**src/rcsu_defines.svh**
```systemverilog
// constants of the remote command and status unit
// What this block does
// identity query answers maker, model, zero field and software version
// reset restores factory settings and leaves saved setting data alone
// after reset the front panel returns to its initial display
// reset leaves the link configuration untouched
// self-test reports 0 none, 1 volatile, 2 nonvolatile, 3 both faults
// on the parallel link, operation-complete command sets status bit 0 once prior commands finish
// operation-complete query answers 1 once prior commands finish
// wait command is accepted and does nothing
// clear-status clears event registers and the status byte
// clear-status spares output queue; on parallel bus spares enables, bit 4
// event-enable command loads the mask with 0 to 255
// event-enable mask is zero after power-on
// event-enable query returns the mask last written
// event-status query returns the register headerless, then clears it
// on the serial link bits 6, 1 and 0 read as zero
// numeric parameters may be integer, fixed-point or exponential
// character parameters are returned in upper case only
// trigger source is immediate or external and can be read back
// trigger delay switches on or off; time 0 to 9.999 s, readable
// continuous measurement switches on or off and can be read back
// fetch returns the last finished measurement without measuring
// read measures, returns both, resistance or voltage by mode
// status bits stay set until read by status query or clear-status
`ifndef RCSU_DEFINES_SVH
`define RCSU_DEFINES_SVH
`define RCSU_MASK_RST 8'h00
`define RCSU_STAT_RST 8'h80
`define RCSU_BIT_PON 7
`define RCSU_BIT_URQ 6
`define RCSU_BIT_CME 5
`define RCSU_BIT_EXE 4
`define RCSU_BIT_DDE 3
`define RCSU_BIT_QYE 2
`define RCSU_BIT_RQC 1
`define RCSU_BIT_OPC 0
`define RCSU_SERIAL_KEEP 8'hBC
`define RCSU_ARG_MAX 16'h00FF
`define RCSU_DLY_MAX 16'h270F
`define RCSU_DLY_RST 16'h0000
`define RCSU_OPC_ANSWER 32'h0000_0001
`define RCSU_VERSION 32'h0000_0100
`endif

```
**src/rcsu_pkg.sv**
```systemverilog
// types of the remote command and status unit
package rcsu_pkg;
   typedef enum logic [4:0] {
      RCSU_C_IDNQ = 5'h00, RCSU_C_RST = 5'h01, RCSU_C_TSTQ = 5'h02,
      RCSU_C_OPC = 5'h03, RCSU_C_OPCQ = 5'h04, RCSU_C_WAI = 5'h05,
      RCSU_C_CLS = 5'h06, RCSU_C_ESE = 5'h07, RCSU_C_ESEQ = 5'h08,
      RCSU_C_ESRQ = 5'h09, RCSU_C_TSRC = 5'h0A, RCSU_C_TSRCQ = 5'h0B,
      RCSU_C_DLYST = 5'h0C, RCSU_C_DLYSTQ = 5'h0D, RCSU_C_DLY = 5'h0E,
      RCSU_C_DLYQ = 5'h0F, RCSU_C_CONT = 5'h10, RCSU_C_CONTQ = 5'h11,
      RCSU_C_FETCHQ = 5'h12, RCSU_C_READQ = 5'h13
   } rcsu_cmd_code_t;
   // character answers are codes for upper-case words only
   typedef enum logic [3:0] {
      RCSU_K_NONE = 4'h0, RCSU_K_NR1 = 4'h1, RCSU_K_IDN = 4'h2,
      RCSU_K_IMMEDIATE = 4'h3, RCSU_K_EXTERNAL = 4'h4, RCSU_K_ON = 4'h5,
      RCSU_K_OFF = 4'h6, RCSU_K_DELAY = 4'h7, RCSU_K_MEAS_RV = 4'h8,
      RCSU_K_MEAS_R = 4'h9, RCSU_K_MEAS_V = 4'hA
   } rcsu_rsp_kind_t;
   typedef enum logic [1:0] {
      RCSU_M_RV = 2'h0, RCSU_M_RES = 2'h1, RCSU_M_VOLT = 2'h2
   } rcsu_mode_t;
   typedef enum logic [1:0] {
      RCSU_S_IDLE = 2'h0, RCSU_S_TEST = 2'h1, RCSU_S_MEAS = 2'h2
   } rcsu_state_t;
   typedef struct packed {
      logic valid;
      rcsu_cmd_code_t code;
      logic [15:0] arg;
   } rcsu_cmd_t;
   typedef struct packed {
      logic valid;
      rcsu_rsp_kind_t kind;
      logic [31:0] val_a;
      logic [31:0] val_b;
   } rcsu_rsp_t;
   typedef struct packed {
      logic trig_ext;
      logic dly_on;
      logic [15:0] dly_ms;
      logic cont_on;
   } rcsu_cfg_t;
endpackage

```
**src/rcsu_top.sv**
```systemverilog
// remote command and status unit: executes decoded commands in order
`timescale 1ns/100ps
`include "rcsu_defines.svh"
module rcsu_top (
   input wire logic mclk,
   input wire logic arst_n,
   input wire rcsu_pkg::rcsu_cmd_t cmd,
   input wire logic link_parallel,
   input wire rcsu_pkg::rcsu_mode_t meas_mode,
   input wire logic meas_done,
   input wire logic [31:0] meas_res,
   input wire logic [31:0] meas_volt,
   input wire logic test_done,
   input wire logic test_ram_fail,
   input wire logic test_rom_fail,
   input wire logic [7:0] ev_set,
   output logic cmd_ready,
   output rcsu_pkg::rcsu_rsp_t rsp,
   output rcsu_pkg::rcsu_cfg_t cfg,
   output logic [7:0] ev_mask,
   output logic [7:0] ev_status,
   output logic ev_summary,
   output logic meas_start,
   output logic test_start,
   output logic defaults_load,
   output logic display_home,
   output logic status_clear,
   output logic [31:0] ident_version
);
   // arbitrary value, stands for the firmware version string
   localparam logic [31:0] VERSION = `RCSU_VERSION;

   rcsu_pkg::rcsu_state_t state_reg, state_next;
   rcsu_pkg::rcsu_rsp_t rsp_reg, rsp_next;
   rcsu_pkg::rcsu_cfg_t cfg_reg, cfg_next;
   logic [7:0] mask_reg, mask_next;
   logic [7:0] stat_reg, stat_next;
   logic [31:0] last_res_reg, last_res_next;
   logic [31:0] last_volt_reg, last_volt_next;
   logic rdy_reg, rdy_next;
   logic sum_reg, sum_next;
   logic mstart_reg, mstart_next;
   logic tstart_reg, tstart_next;
   logic dflt_reg, dflt_next;
   logic home_reg, home_next;
   logic sclr_reg, sclr_next;
   // version sits in a register so that every output leaves a flip-flop
   logic [31:0] ver_reg, ver_next;
   logic [7:0] ev_in;
   logic stat_wipe;
   logic take;

   // bits that have no meaning on the serial link are forced low
   function automatic logic [7:0] link_bits(input logic [7:0] v,
                                            input logic par);
      link_bits = par ? v : (v & `RCSU_SERIAL_KEEP);
   endfunction

   function automatic rcsu_pkg::rcsu_rsp_t answer(
         input rcsu_pkg::rcsu_rsp_kind_t k,
         input logic [31:0] a,
         input logic [31:0] b);
      rcsu_pkg::rcsu_rsp_t r;
      r.valid = 1'b1;
      r.kind = k;
      r.val_a = a;
      r.val_b = b;
      answer = r;
   endfunction

   function automatic rcsu_pkg::rcsu_rsp_kind_t on_off(input logic v);
      on_off = v ? rcsu_pkg::RCSU_K_ON : rcsu_pkg::RCSU_K_OFF;
   endfunction

   assign take = cmd.valid && rdy_reg;

   always_comb begin
      state_next = state_reg;
      rsp_next = rsp_reg;
      rsp_next.valid = 1'b0;
      cfg_next = cfg_reg;
      mask_next = mask_reg;
      last_res_next = last_res_reg;
      last_volt_next = last_volt_reg;
      mstart_next = 1'b0;
      tstart_next = 1'b0;
      dflt_next = 1'b0;
      home_next = 1'b0;
      sclr_next = 1'b0;
      stat_wipe = 1'b0;
      ev_in = ev_set;
      rdy_next = rdy_reg;
      ver_next = ver_reg;
      if (meas_done) begin
         last_res_next = meas_res;
         last_volt_next = meas_volt;
      end
      case (state_reg)
         rcsu_pkg::RCSU_S_IDLE: begin
            if (take) begin
               case (cmd.code)
                  rcsu_pkg::RCSU_C_IDNQ: begin
                     rsp_next = answer(rcsu_pkg::RCSU_K_IDN,
                                       32'h0000_0000, VERSION);
                  end
                  rcsu_pkg::RCSU_C_RST: begin
                     // link settings live outside this block
                     cfg_next.trig_ext = 1'b0;
                     cfg_next.dly_on = 1'b0;
                     cfg_next.dly_ms = `RCSU_DLY_RST;
                     cfg_next.cont_on = 1'b1;
                     dflt_next = 1'b1;
                     home_next = 1'b1;
                  end
                  rcsu_pkg::RCSU_C_TSTQ: begin
                     tstart_next = 1'b1;
                     rdy_next = 1'b0;
                     state_next = rcsu_pkg::RCSU_S_TEST;
                  end
                  rcsu_pkg::RCSU_C_OPC: begin
                     // commands run strictly in order, so all prior ones
                     // are finished once this one is taken
                     ev_in[`RCSU_BIT_OPC] = 1'b1;
                  end
                  rcsu_pkg::RCSU_C_OPCQ: begin
                     rsp_next = answer(rcsu_pkg::RCSU_K_NR1,
                                       `RCSU_OPC_ANSWER,
                                       32'h0000_0000);
                  end
                  rcsu_pkg::RCSU_C_WAI: begin
                     rdy_next = rdy_reg;
                  end
                  rcsu_pkg::RCSU_C_CLS: begin
                     stat_wipe = 1'b1;
                     sclr_next = 1'b1;
                  end
                  rcsu_pkg::RCSU_C_ESE: begin
                     if (cmd.arg <= `RCSU_ARG_MAX) begin
                        mask_next = cmd.arg[7:0];
                     end else begin
                        ev_in[`RCSU_BIT_EXE] = 1'b1;
                     end
                  end
                  rcsu_pkg::RCSU_C_ESEQ: begin
                     rsp_next = answer(rcsu_pkg::RCSU_K_NR1,
                                       {24'h000000, mask_reg},
                                       32'h0000_0000);
                  end
                  rcsu_pkg::RCSU_C_ESRQ: begin
                     rsp_next = answer(rcsu_pkg::RCSU_K_NR1,
                                       {24'h000000, stat_reg},
                                       32'h0000_0000);
                     stat_wipe = 1'b1;
                  end
                  rcsu_pkg::RCSU_C_TSRC: begin
                     cfg_next.trig_ext = cmd.arg[0];
                  end
                  rcsu_pkg::RCSU_C_TSRCQ: begin
                     rsp_next = answer(cfg_reg.trig_ext ?
                                       rcsu_pkg::RCSU_K_EXTERNAL :
                                       rcsu_pkg::RCSU_K_IMMEDIATE,
                                       32'h0000_0000,
                                       32'h0000_0000);
                  end
                  rcsu_pkg::RCSU_C_DLYST: begin
                     cfg_next.dly_on = cmd.arg[0];
                  end
                  rcsu_pkg::RCSU_C_DLYSTQ: begin
                     rsp_next = answer(on_off(cfg_reg.dly_on),
                                       32'h0000_0000,
                                       32'h0000_0000);
                  end
                  rcsu_pkg::RCSU_C_DLY: begin
                     // the parser turns any numeric form into ms
                     if (cmd.arg <= `RCSU_DLY_MAX) begin
                        cfg_next.dly_ms = cmd.arg;
                     end else begin
                        ev_in[`RCSU_BIT_EXE] = 1'b1;
                     end
                  end
                  rcsu_pkg::RCSU_C_DLYQ: begin
                     rsp_next = answer(rcsu_pkg::RCSU_K_DELAY,
                                       {16'h0000, cfg_reg.dly_ms},
                                       32'h0000_0000);
                  end
                  rcsu_pkg::RCSU_C_CONT: begin
                     cfg_next.cont_on = cmd.arg[0];
                  end
                  rcsu_pkg::RCSU_C_CONTQ: begin
                     rsp_next = answer(on_off(cfg_reg.cont_on),
                                       32'h0000_0000,
                                       32'h0000_0000);
                  end
                  rcsu_pkg::RCSU_C_FETCHQ: begin
                     rsp_next = answer(rcsu_pkg::RCSU_K_MEAS_RV,
                                       last_res_reg,
                                       last_volt_reg);
                  end
                  rcsu_pkg::RCSU_C_READQ: begin
                     mstart_next = 1'b1;
                     rdy_next = 1'b0;
                     state_next = rcsu_pkg::RCSU_S_MEAS;
                  end
                  default: begin
                     ev_in[`RCSU_BIT_CME] = 1'b1;
                  end
               endcase
            end
         end
         rcsu_pkg::RCSU_S_TEST: begin
            if (test_done) begin
               rsp_next = answer(rcsu_pkg::RCSU_K_NR1,
                                 {30'h0, test_rom_fail,
                                  test_ram_fail},
                                 32'h0000_0000);
               rdy_next = 1'b1;
               state_next = rcsu_pkg::RCSU_S_IDLE;
            end
         end
         rcsu_pkg::RCSU_S_MEAS: begin
            if (meas_done) begin
               case (meas_mode)
                  rcsu_pkg::RCSU_M_RES: begin
                     rsp_next = answer(rcsu_pkg::RCSU_K_MEAS_R,
                                       meas_res, 32'h0000_0000);
                  end
                  rcsu_pkg::RCSU_M_VOLT: begin
                     rsp_next = answer(rcsu_pkg::RCSU_K_MEAS_V,
                                       meas_volt, 32'h0000_0000);
                  end
                  default: begin
                     rsp_next = answer(rcsu_pkg::RCSU_K_MEAS_RV,
                                       meas_res, meas_volt);
                  end
               endcase
               rdy_next = 1'b1;
               state_next = rcsu_pkg::RCSU_S_IDLE;
            end
         end
         default: begin
            rdy_next = 1'b1;
            state_next = rcsu_pkg::RCSU_S_IDLE;
         end
      endcase
      // an event in the clearing cycle survives the clear
      stat_next = link_bits((stat_wipe ? 8'h00 : stat_reg) | ev_in,
                            link_parallel);
      sum_next = |(stat_next & mask_next);
   end

   always_ff @(posedge mclk or negedge arst_n) begin
      if (!arst_n) begin
         state_reg <= rcsu_pkg::RCSU_S_IDLE;
         rsp_reg <= '0;
         cfg_reg <= '{trig_ext: 1'b0, dly_on: 1'b0,
                      dly_ms: `RCSU_DLY_RST, cont_on: 1'b1};
         mask_reg <= `RCSU_MASK_RST;
         stat_reg <= `RCSU_STAT_RST;
         last_res_reg <= 32'h0000_0000;
         last_volt_reg <= 32'h0000_0000;
         rdy_reg <= 1'b1;
         sum_reg <= 1'b0;
         mstart_reg <= 1'b0;
         tstart_reg <= 1'b0;
         dflt_reg <= 1'b0;
         home_reg <= 1'b0;
         sclr_reg <= 1'b0;
         ver_reg <= VERSION;
      end else begin
         state_reg <= state_next;
         rsp_reg <= rsp_next;
         cfg_reg <= cfg_next;
         mask_reg <= mask_next;
         stat_reg <= stat_next;
         last_res_reg <= last_res_next;
         last_volt_reg <= last_volt_next;
         rdy_reg <= rdy_next;
         sum_reg <= sum_next;
         mstart_reg <= mstart_next;
         tstart_reg <= tstart_next;
         dflt_reg <= dflt_next;
         home_reg <= home_next;
         sclr_reg <= sclr_next;
         ver_reg <= ver_next;
      end
   end

   assign cmd_ready = rdy_reg;
   assign rsp = rsp_reg;
   assign cfg = cfg_reg;
   assign ev_mask = mask_reg;
   assign ev_status = stat_reg;
   assign ev_summary = sum_reg;
   assign meas_start = mstart_reg;
   assign test_start = tstart_reg;
   assign defaults_load = dflt_reg;
   assign display_home = home_reg;
   assign status_clear = sclr_reg;
   assign ident_version = ver_reg;
endmodule

```
**config.mk**
```make
export PLATFORM = sky130hd
export DESIGN_NAME = rcsu_top
export DESIGN_NICKNAME = d
export VERILOG_FILES = /design/src/rcsu_pkg.sv /design/src/rcsu_top.sv
export VERILOG_INCLUDE_DIRS = /design/src
export SDC_FILE = /design/constraint.sdc
export NUM_CORES = 1
export LEC_CHECK = 0
export ABC_AREA = 1
export BUFFER_PORTS_ARGS = -buffer_cell sky130_fd_sc_hd__buf_4
export CAP_MARGIN = 20
export CORE_UTILIZATION = 55
export CTS_CLUSTER_DIAMETER = 120
export DETAILED_ROUTE_END_ITERATION = 10
export HOLD_SLACK_MARGIN = 0.03
export PLACE_DENSITY_LB_ADDON = 0.1
export SYNTH_ARGS = -nofsm -noshare
export SYNTH_HDL_FRONTEND = slang
export SYNTH_SLANG_ARGS = --single-unit
```
**constraint.sdc**
```tcl
create_clock -name mclk -period 3.7 [get_ports mclk]
set_clock_uncertainty 0.05 [all_clocks]
set_input_delay 0.185 -clock mclk [delete_from_list [all_inputs] [get_ports mclk]]
set_output_delay 0.185 -clock mclk [all_outputs]
set_load 0.02 [all_outputs]
```
# [Word level (Yosys, flattened, before mapping)]
# Index checks and enable logic that the tools add are counted.
[op_classes] eq_ne=30 div_mod_pow=0 n_lt_le_gt_ge=2 bitwise_logic=2 shift=0 muxes=54 mul=0 n_reduce_logical=19 add_sub_neg=0
[op_table] operator="case mux 69 bit (9 select lines)" n=1
[op_table] operator="2-to-1 mux 69 bit" n=3
[op_table] operator="case mux 69 bit (3 select lines)" n=1
[op_table] operator="case mux 66 bit (2 select lines)" n=1
[op_table] operator="== test 5 x 4 -> 1 bit, second input constant" n=8
[op_table] operator="2-to-1 mux 8 bit" n=5
[op_table] operator="case mux 16 bit (2 select lines)" n=1
[op_table] operator="2-to-1 mux 1 bit" n=25
[op_table] operator="== test 5 x 3 -> 1 bit, second input constant" n=4
[op_table] operator="== test 5 bit, second input constant" n=4
[op_table] operator="OR reduction 20 bit" n=1
[op_table] operator="less-or-equal comparator 16 x 14 -> 1 bit, second input constant" n=1
[op_table] operator="less-or-equal comparator 16 x 8 -> 1 bit, second input constant" n=1
[op_table] operator="2-to-1 mux 16 bit" n=1
[op_table] operator="2-to-1 mux 2 bit" n=7
[op_table] operator="AND reduction 4 bit" n=3
[op_table] operator="== test 5 x 2 -> 1 bit, second input constant" n=2
[op_table] operator="inequality test 10 x 1 -> 1 bit, second input constant" n=1
[op_table] operator="inequality test 2 bit, second input constant" n=5
[op_table] operator="AND reduction 3 bit" n=3
[op_table] operator="bitwise AND 8 bit" n=1
[op_table] operator="bitwise OR 8 bit" n=1
[op_table] operator="case mux 1 bit (2 select lines)" n=4
[op_table] operator="nonzero test 2 bit" n=4
[op_table] operator="other kinds (16)" n=19
[totals] in_bits=103 elab_cells=126 ramBits=0 output_inout_bits=143 memories=0 ff_bits=176 romBits=0 latch_bits=0

# [Longest topological paths before layout]
[depth] ltp_word=10 depth_mapped=13

# [Least setup slack after synthesis]
# OpenSTA, ideal clock, no wires.
[synth_path] kind="register to register" startpoint="register rdy_reg, in the netlist cmd_ready" endpoint="register sum_reg, in the netlist ev_summary" stages_incl_launch_ff=14 t_arrival_ns=1.703 setup_slack_ns=1.822 cell_sequence="dfstp_2 nand2_1 inv_1 nand2_2 clkinv_1 nand3_1 nand2_1 inv_1 nand2_1 nand2_1 nand2_1 nand2_1 nor2_1 nand3_1"
[synth_between] elab_chain_cells=8 word_cells_on_any_way=14
[synth_rtl] item="from (decl)" line="rcsu_top.sv:40" source="logic rdy_reg, rdy_next;"
[synth_rtl] item="from (signal assigned)" line="rcsu_top.sv:277" source="rdy_reg <= rdy_next;"
[synth_rtl] item="logical AND 1 bit" line="rcsu_top.sv:75" source="assign take = cmd.valid && rdy_reg;"
[synth_rtl] item="2-to-1 mux 1 bit" line="rcsu_top.sv:100" source="if (take) begin"
[synth_rtl] item="2-to-1 mux 1 bit" line="rcsu_top.sv:98" source="case (state_reg)"
[synth_rtl] item="2-to-1 mux 8 bit" line="rcsu_top.sv:246" source="stat_next = link_bits((stat_wipe ? 8'h00 : stat_reg) | ev_in,"
[synth_rtl] item="bitwise OR 8 bit" line="rcsu_top.sv:246"
[synth_rtl] item="2-to-1 mux 7 bit" line="rcsu_top.sv:56" source="link_bits = par ? v : (v & `RCSU_SERIAL_KEEP);"
[synth_rtl] item="via stat_next[2]" line="rcsu_top.sv:37" source="logic [7:0] stat_reg, stat_next;"
[synth_rtl] item="bitwise AND 8 bit" line="rcsu_top.sv:248" source="sum_next = |(stat_next & mask_next);"
[synth_rtl] item="OR reduction 8 bit" line="rcsu_top.sv:248"
[synth_rtl] item="via sum_next" line="rcsu_top.sv:41" source="logic sum_reg, sum_next;"
[synth_rtl] item="to (signal assigned)" line="rcsu_top.sv:278" source="sum_reg <= sum_next;"
[synth_rtl] item="to (decl)" line="rcsu_top.sv:41"
# The timed path passes the listed nets, and every way through them passes these cells.
# A chain may end at the register's enable or synchronous reset.

# [Worst setup path after layout]
[layout_path] startpoint="input cmd[20] (netlist bit)" endpoint="register rsp_reg, in the netlist rsp[39]"
[layout_between] elab_chain_cells=4 word_cells_on_any_way=14
[layout_rtl] item="from (decl)" line="rcsu_top.sv:7" source="input wire rcsu_pkg::rcsu_cmd_t cmd,"
[layout_rtl] item="== test 5 bit (tied with other cells)" line="rcsu_top.sv:101" source="case (cmd.code)"
[layout_rtl] item="case mux 69 bit (9 select lines)" line="rcsu_top.sv:101"
[layout_rtl] item="2-to-1 mux 69 bit" line="rcsu_top.sv:100"
[layout_rtl] item="case mux 69 bit (3 select lines)" line="rcsu_top.sv:98"
[layout_rtl] item="to (signal assigned)" line="rcsu_top.sv:271" source="rsp_reg <= rsp_next;"
[layout_rtl] item="to (decl)" line="rcsu_top.sv:34" source="rcsu_pkg::rcsu_rsp_t rsp_reg, rsp_next;"
# Several ways; a longest one is shown, not always the timed one. The select of a mux whose other input is x is not followed.

==> impl_metrics.toml <==
[die]
fp.dieH_microns = 126
start_util_pct = 57.4
die_w_microns = 126
core_sq_um = 14800
dieArea_sq_um = 15900
num_rows = 44
io_pins = 246

[timing]
fin_tns_setup_ns = 0
clock.fmax_ghz = 0.354
max_slew.worst_pin.slew_ns = 0.960
finalSetupViolations = 0
period_minus_slack_ns = 2.82
timing.final.crit_share_pct = 76.3
rsz0062_at_grt = "false"
slew_violations = 0
max_slew_margin_pct = 35.9
finalHoldViolCount = 0

[synth]
postSynthAreaPerCell_sq_um = 8.27
seq_area_frac_synth_pct = 52.1
ys_warn_count = 0
yosysUniqueCellTypes = 35
synthCells = 1023
synth-seq-cells = 176
synth_area_sq_um = 8460

[grt]
antenna_found_initial = 1
grt_remaining_overflow = 0
grt_pass1_vias = 7816
grt_pass1_wl_microns = 40200
grt_max_degree = 89
grt_util_all_layers_pct = 32.4

[cts]
clockBufferDepth = 2
cts.sinks = 176
cts_tree = "yes"
clk_pin_slew_ns = 0.07
cts-resized-gates = 0
clock_latency_ns = 0.43
cts_buffers = 17
cts-root-buf = "clkbuf_16"
postCtsSetupRepairBufs = 0
cts.htree.levels = 4
cts_hold_buffers = 89

[routing]
wl_per_cell_microns = 16.8
viasPerCell = 5.48
first_pass_iters = 7
drt_first_iter_violations = 690
drc_errors = 0
vias = 8211
ant_nets = 0
wl_microns = 25200

[finish]
drive_gt1_share_pct = 20.7
area_growth_syn_to_layout_pct = 36.0
largest_reg_flops = 69
nNetsFinal = 1407

[setup_path]
crit_fanout = 51
arrival_ns = 3.11
crit_top_cell = "buf_4"
rr_worst_depth = 6
required_ns = 3.99
crit_path_start_kind = "input pin"
path_cells = "dlygate4sd3_1 > buf_4 > inv_1 > nand3_1 > clkinv_2 > nor2_1 > a21oi_4 > nor2_4 > buf_4 > nand2_1 > o211ai_1"
r2r_end = "rsp[25]$_DFFE_PN0P_"
worstReg2RegStart = "state_reg[0]$_DFFE_PN0P_"
critPathMaxStageDelay_ns = 0.57
r2r_setup_slack_ns = 0.99
endpoint_kind = "flop"
cpMaxStageDelayCell = "buf_4"
critPathKind = "input pin to flop"

[placement]
portBuffers = 213
place_congestion = 0.914
dp_hpwl_microns = 16900

[power_and_ir_drop]
combPwrFrac_pct = 27.1
sw_frac_of_total_pct = 33.0
p_leak_nw = 5.86
p_seq_share_pct = 43.2
power_density_nw_per_um2 = 492
power_mw = 5.66
intPower_mw = 3.79
clock_power_share_pct = 29.6
switchingPower_mw = 1.87
ir_worst_vdd_v = 0.000375

[min_path]
hold_path_end = "cfg[14]$_DFFE_PN0P_"
holdPathStages = 3
hold_class = "input pin to flop"
hold_start = "cmd[13]"

[outcome]
status = "complete, no violations"

[run]
max-cap-violations = 0
cell families (layout without fill, tap and decap cells):
logic type | after synthesis | in the layout | share of synthesized area [%]
fa+ha+maj | 3 | 3 | 0.444
compound gates | 225 | 225 | 16.5
other cells | 2 | 33 | 0.0887
simple gates | 399 | 399 | 19.4
buf+inv | 218 | 479 | 11.5
flops | 176 | 176 | 52.1
Yosys cell counts (all sizes together):
library cell,number,area share [%]
ha,3,0.44
conb,2,0.089
nor2,40,2.2
nand3,71,4.2
a31oi,1,0.074
nor4,1,0.074
inv,133,5.9
dfstp,3,0.93
nand4,2,0.15
nand2,280,12
o21ai,104,6.2
o211ai,47,4.2
clkbuf,35,1.6
a2bb2oi,1,0.10
a22oi,32,2.8
o2111ai,6,0.62
buf,47,3.9
o311ai,1,0.10
a211oi,1,0.089
a21oi,11,0.78
dfrtp,173,51
o21bai,1,0.089
clkinv,3,0.15
or2,1,0.074
o22ai,20,1.5
nor3,4,0.24
final cells by class:
type | count | area (sq um)
Sequential cell | 176 | 4410
Fill cell | 1083 | 3250
Multi-Input combinational cell | 659 | 3200
Timing Repair Buffer | 311 | 2600
Inverter | 136 | 512
Clock buffer | 20 | 467
Tap cell | 184 | 230
Clock inverter | 12 | 85.1
Antenna cell | 1 | 2.50
power groups by stage:
stage	clock network, mW	logic, mW	registers (mW)
finish	1.68	1.54	2.45
global route	1.77	1.66	2.48
CTS	1.69	1.52	2.44
detailed placement	0	1.44	2.47
global placement	0	1.41	2.48
floorplan	0	0.486	2.73
worst max-delay path by stage:
stage                          start              endpoint  cells after the start
2_1_floorplan  cmd_ready$_DFFE_PN1P_  ev_summary$_DFF_PN0_                     13
3_3_place_gp                 cmd[16]   rsp[12]$_DFFE_PN0P_                     12
3_5_place_dp                 cmd[16]    rsp[4]$_DFFE_PN0P_                     12
4_1_cts                      cmd[20]    rsp[4]$_DFFE_PN0P_                     11
5_1_grt                      cmd[20]    rsp[7]$_DFFE_PN0P_                     11
6_report                     cmd[20]   rsp[39]$_DFFE_PN0P_                     11
cell usage in the layout, fill, tap and decap left out, types with 2 or more instances in the layout:
master | netlist | final
a21oi_1 | 10 | 10
a22oi_1 | 32 | 32
buf_4 | 33 | 218
clkbuf_16 | 0 | 17
clkbuf_8 | 0 | 3
clkinv_1 | 2 | 2
clkinv_2 | 1 | 5
clkinv_4 | 0 | 3
clkinvlp_4 | 0 | 4
conb_1 | 2 | 32
dfrtp_1 | 173 | 173
dfstp_2 | 3 | 3
dlygate4sd3_1 | 0 | 89
ha_1 | 3 | 3
inv_1 | 133 | 133
nand2_1 | 278 | 278
nand2_2 | 2 | 2
nand3_1 | 71 | 70
nand4_1 | 2 | 2
nor2_1 | 32 | 31
nor2_2 | 5 | 6
nor2_4 | 3 | 3
nor3_1 | 4 | 4
o2111ai_1 | 6 | 6
o211ai_1 | 47 | 47
o21ai_0 | 102 | 102
o21ai_1 | 2 | 2
o22ai_1 | 20 | 20
metrics by stage:
stage          setup WS (ns)  util (%)  instance area, sq um  hold WS (ns)  cells
6_report               0.877      78.0                 11500        0.0449   1499
5_1_grt                0.704      78.0                 11500        0.0574   1499
4_1_cts                0.940      77.7                 11500        0.0394   1496
3_5_place_dp            1.03      67.9                 10000         0.251   1375
3_3_place_gp            1.15      67.9                 10000         0.258   1375
2_1_floorplan           1.82         -                  8580        -0.161   1053
worst max-delay path, delay by kind of cell:
kind            cells  cell delay, ns
buf+inv             5            1.59
simple gates        4            0.97
compound gates      2            0.32
routing by layer:
metal	global-route usage [%]	share of wire, %	up-vias
li1	-	-	3838
met1	44.7	42	3913
met2	49.9	47	397
met3	6.67	7.8	63
met4	14.3	3.5	0
met5	0	0	-
(Power assumes the default switching activity.)
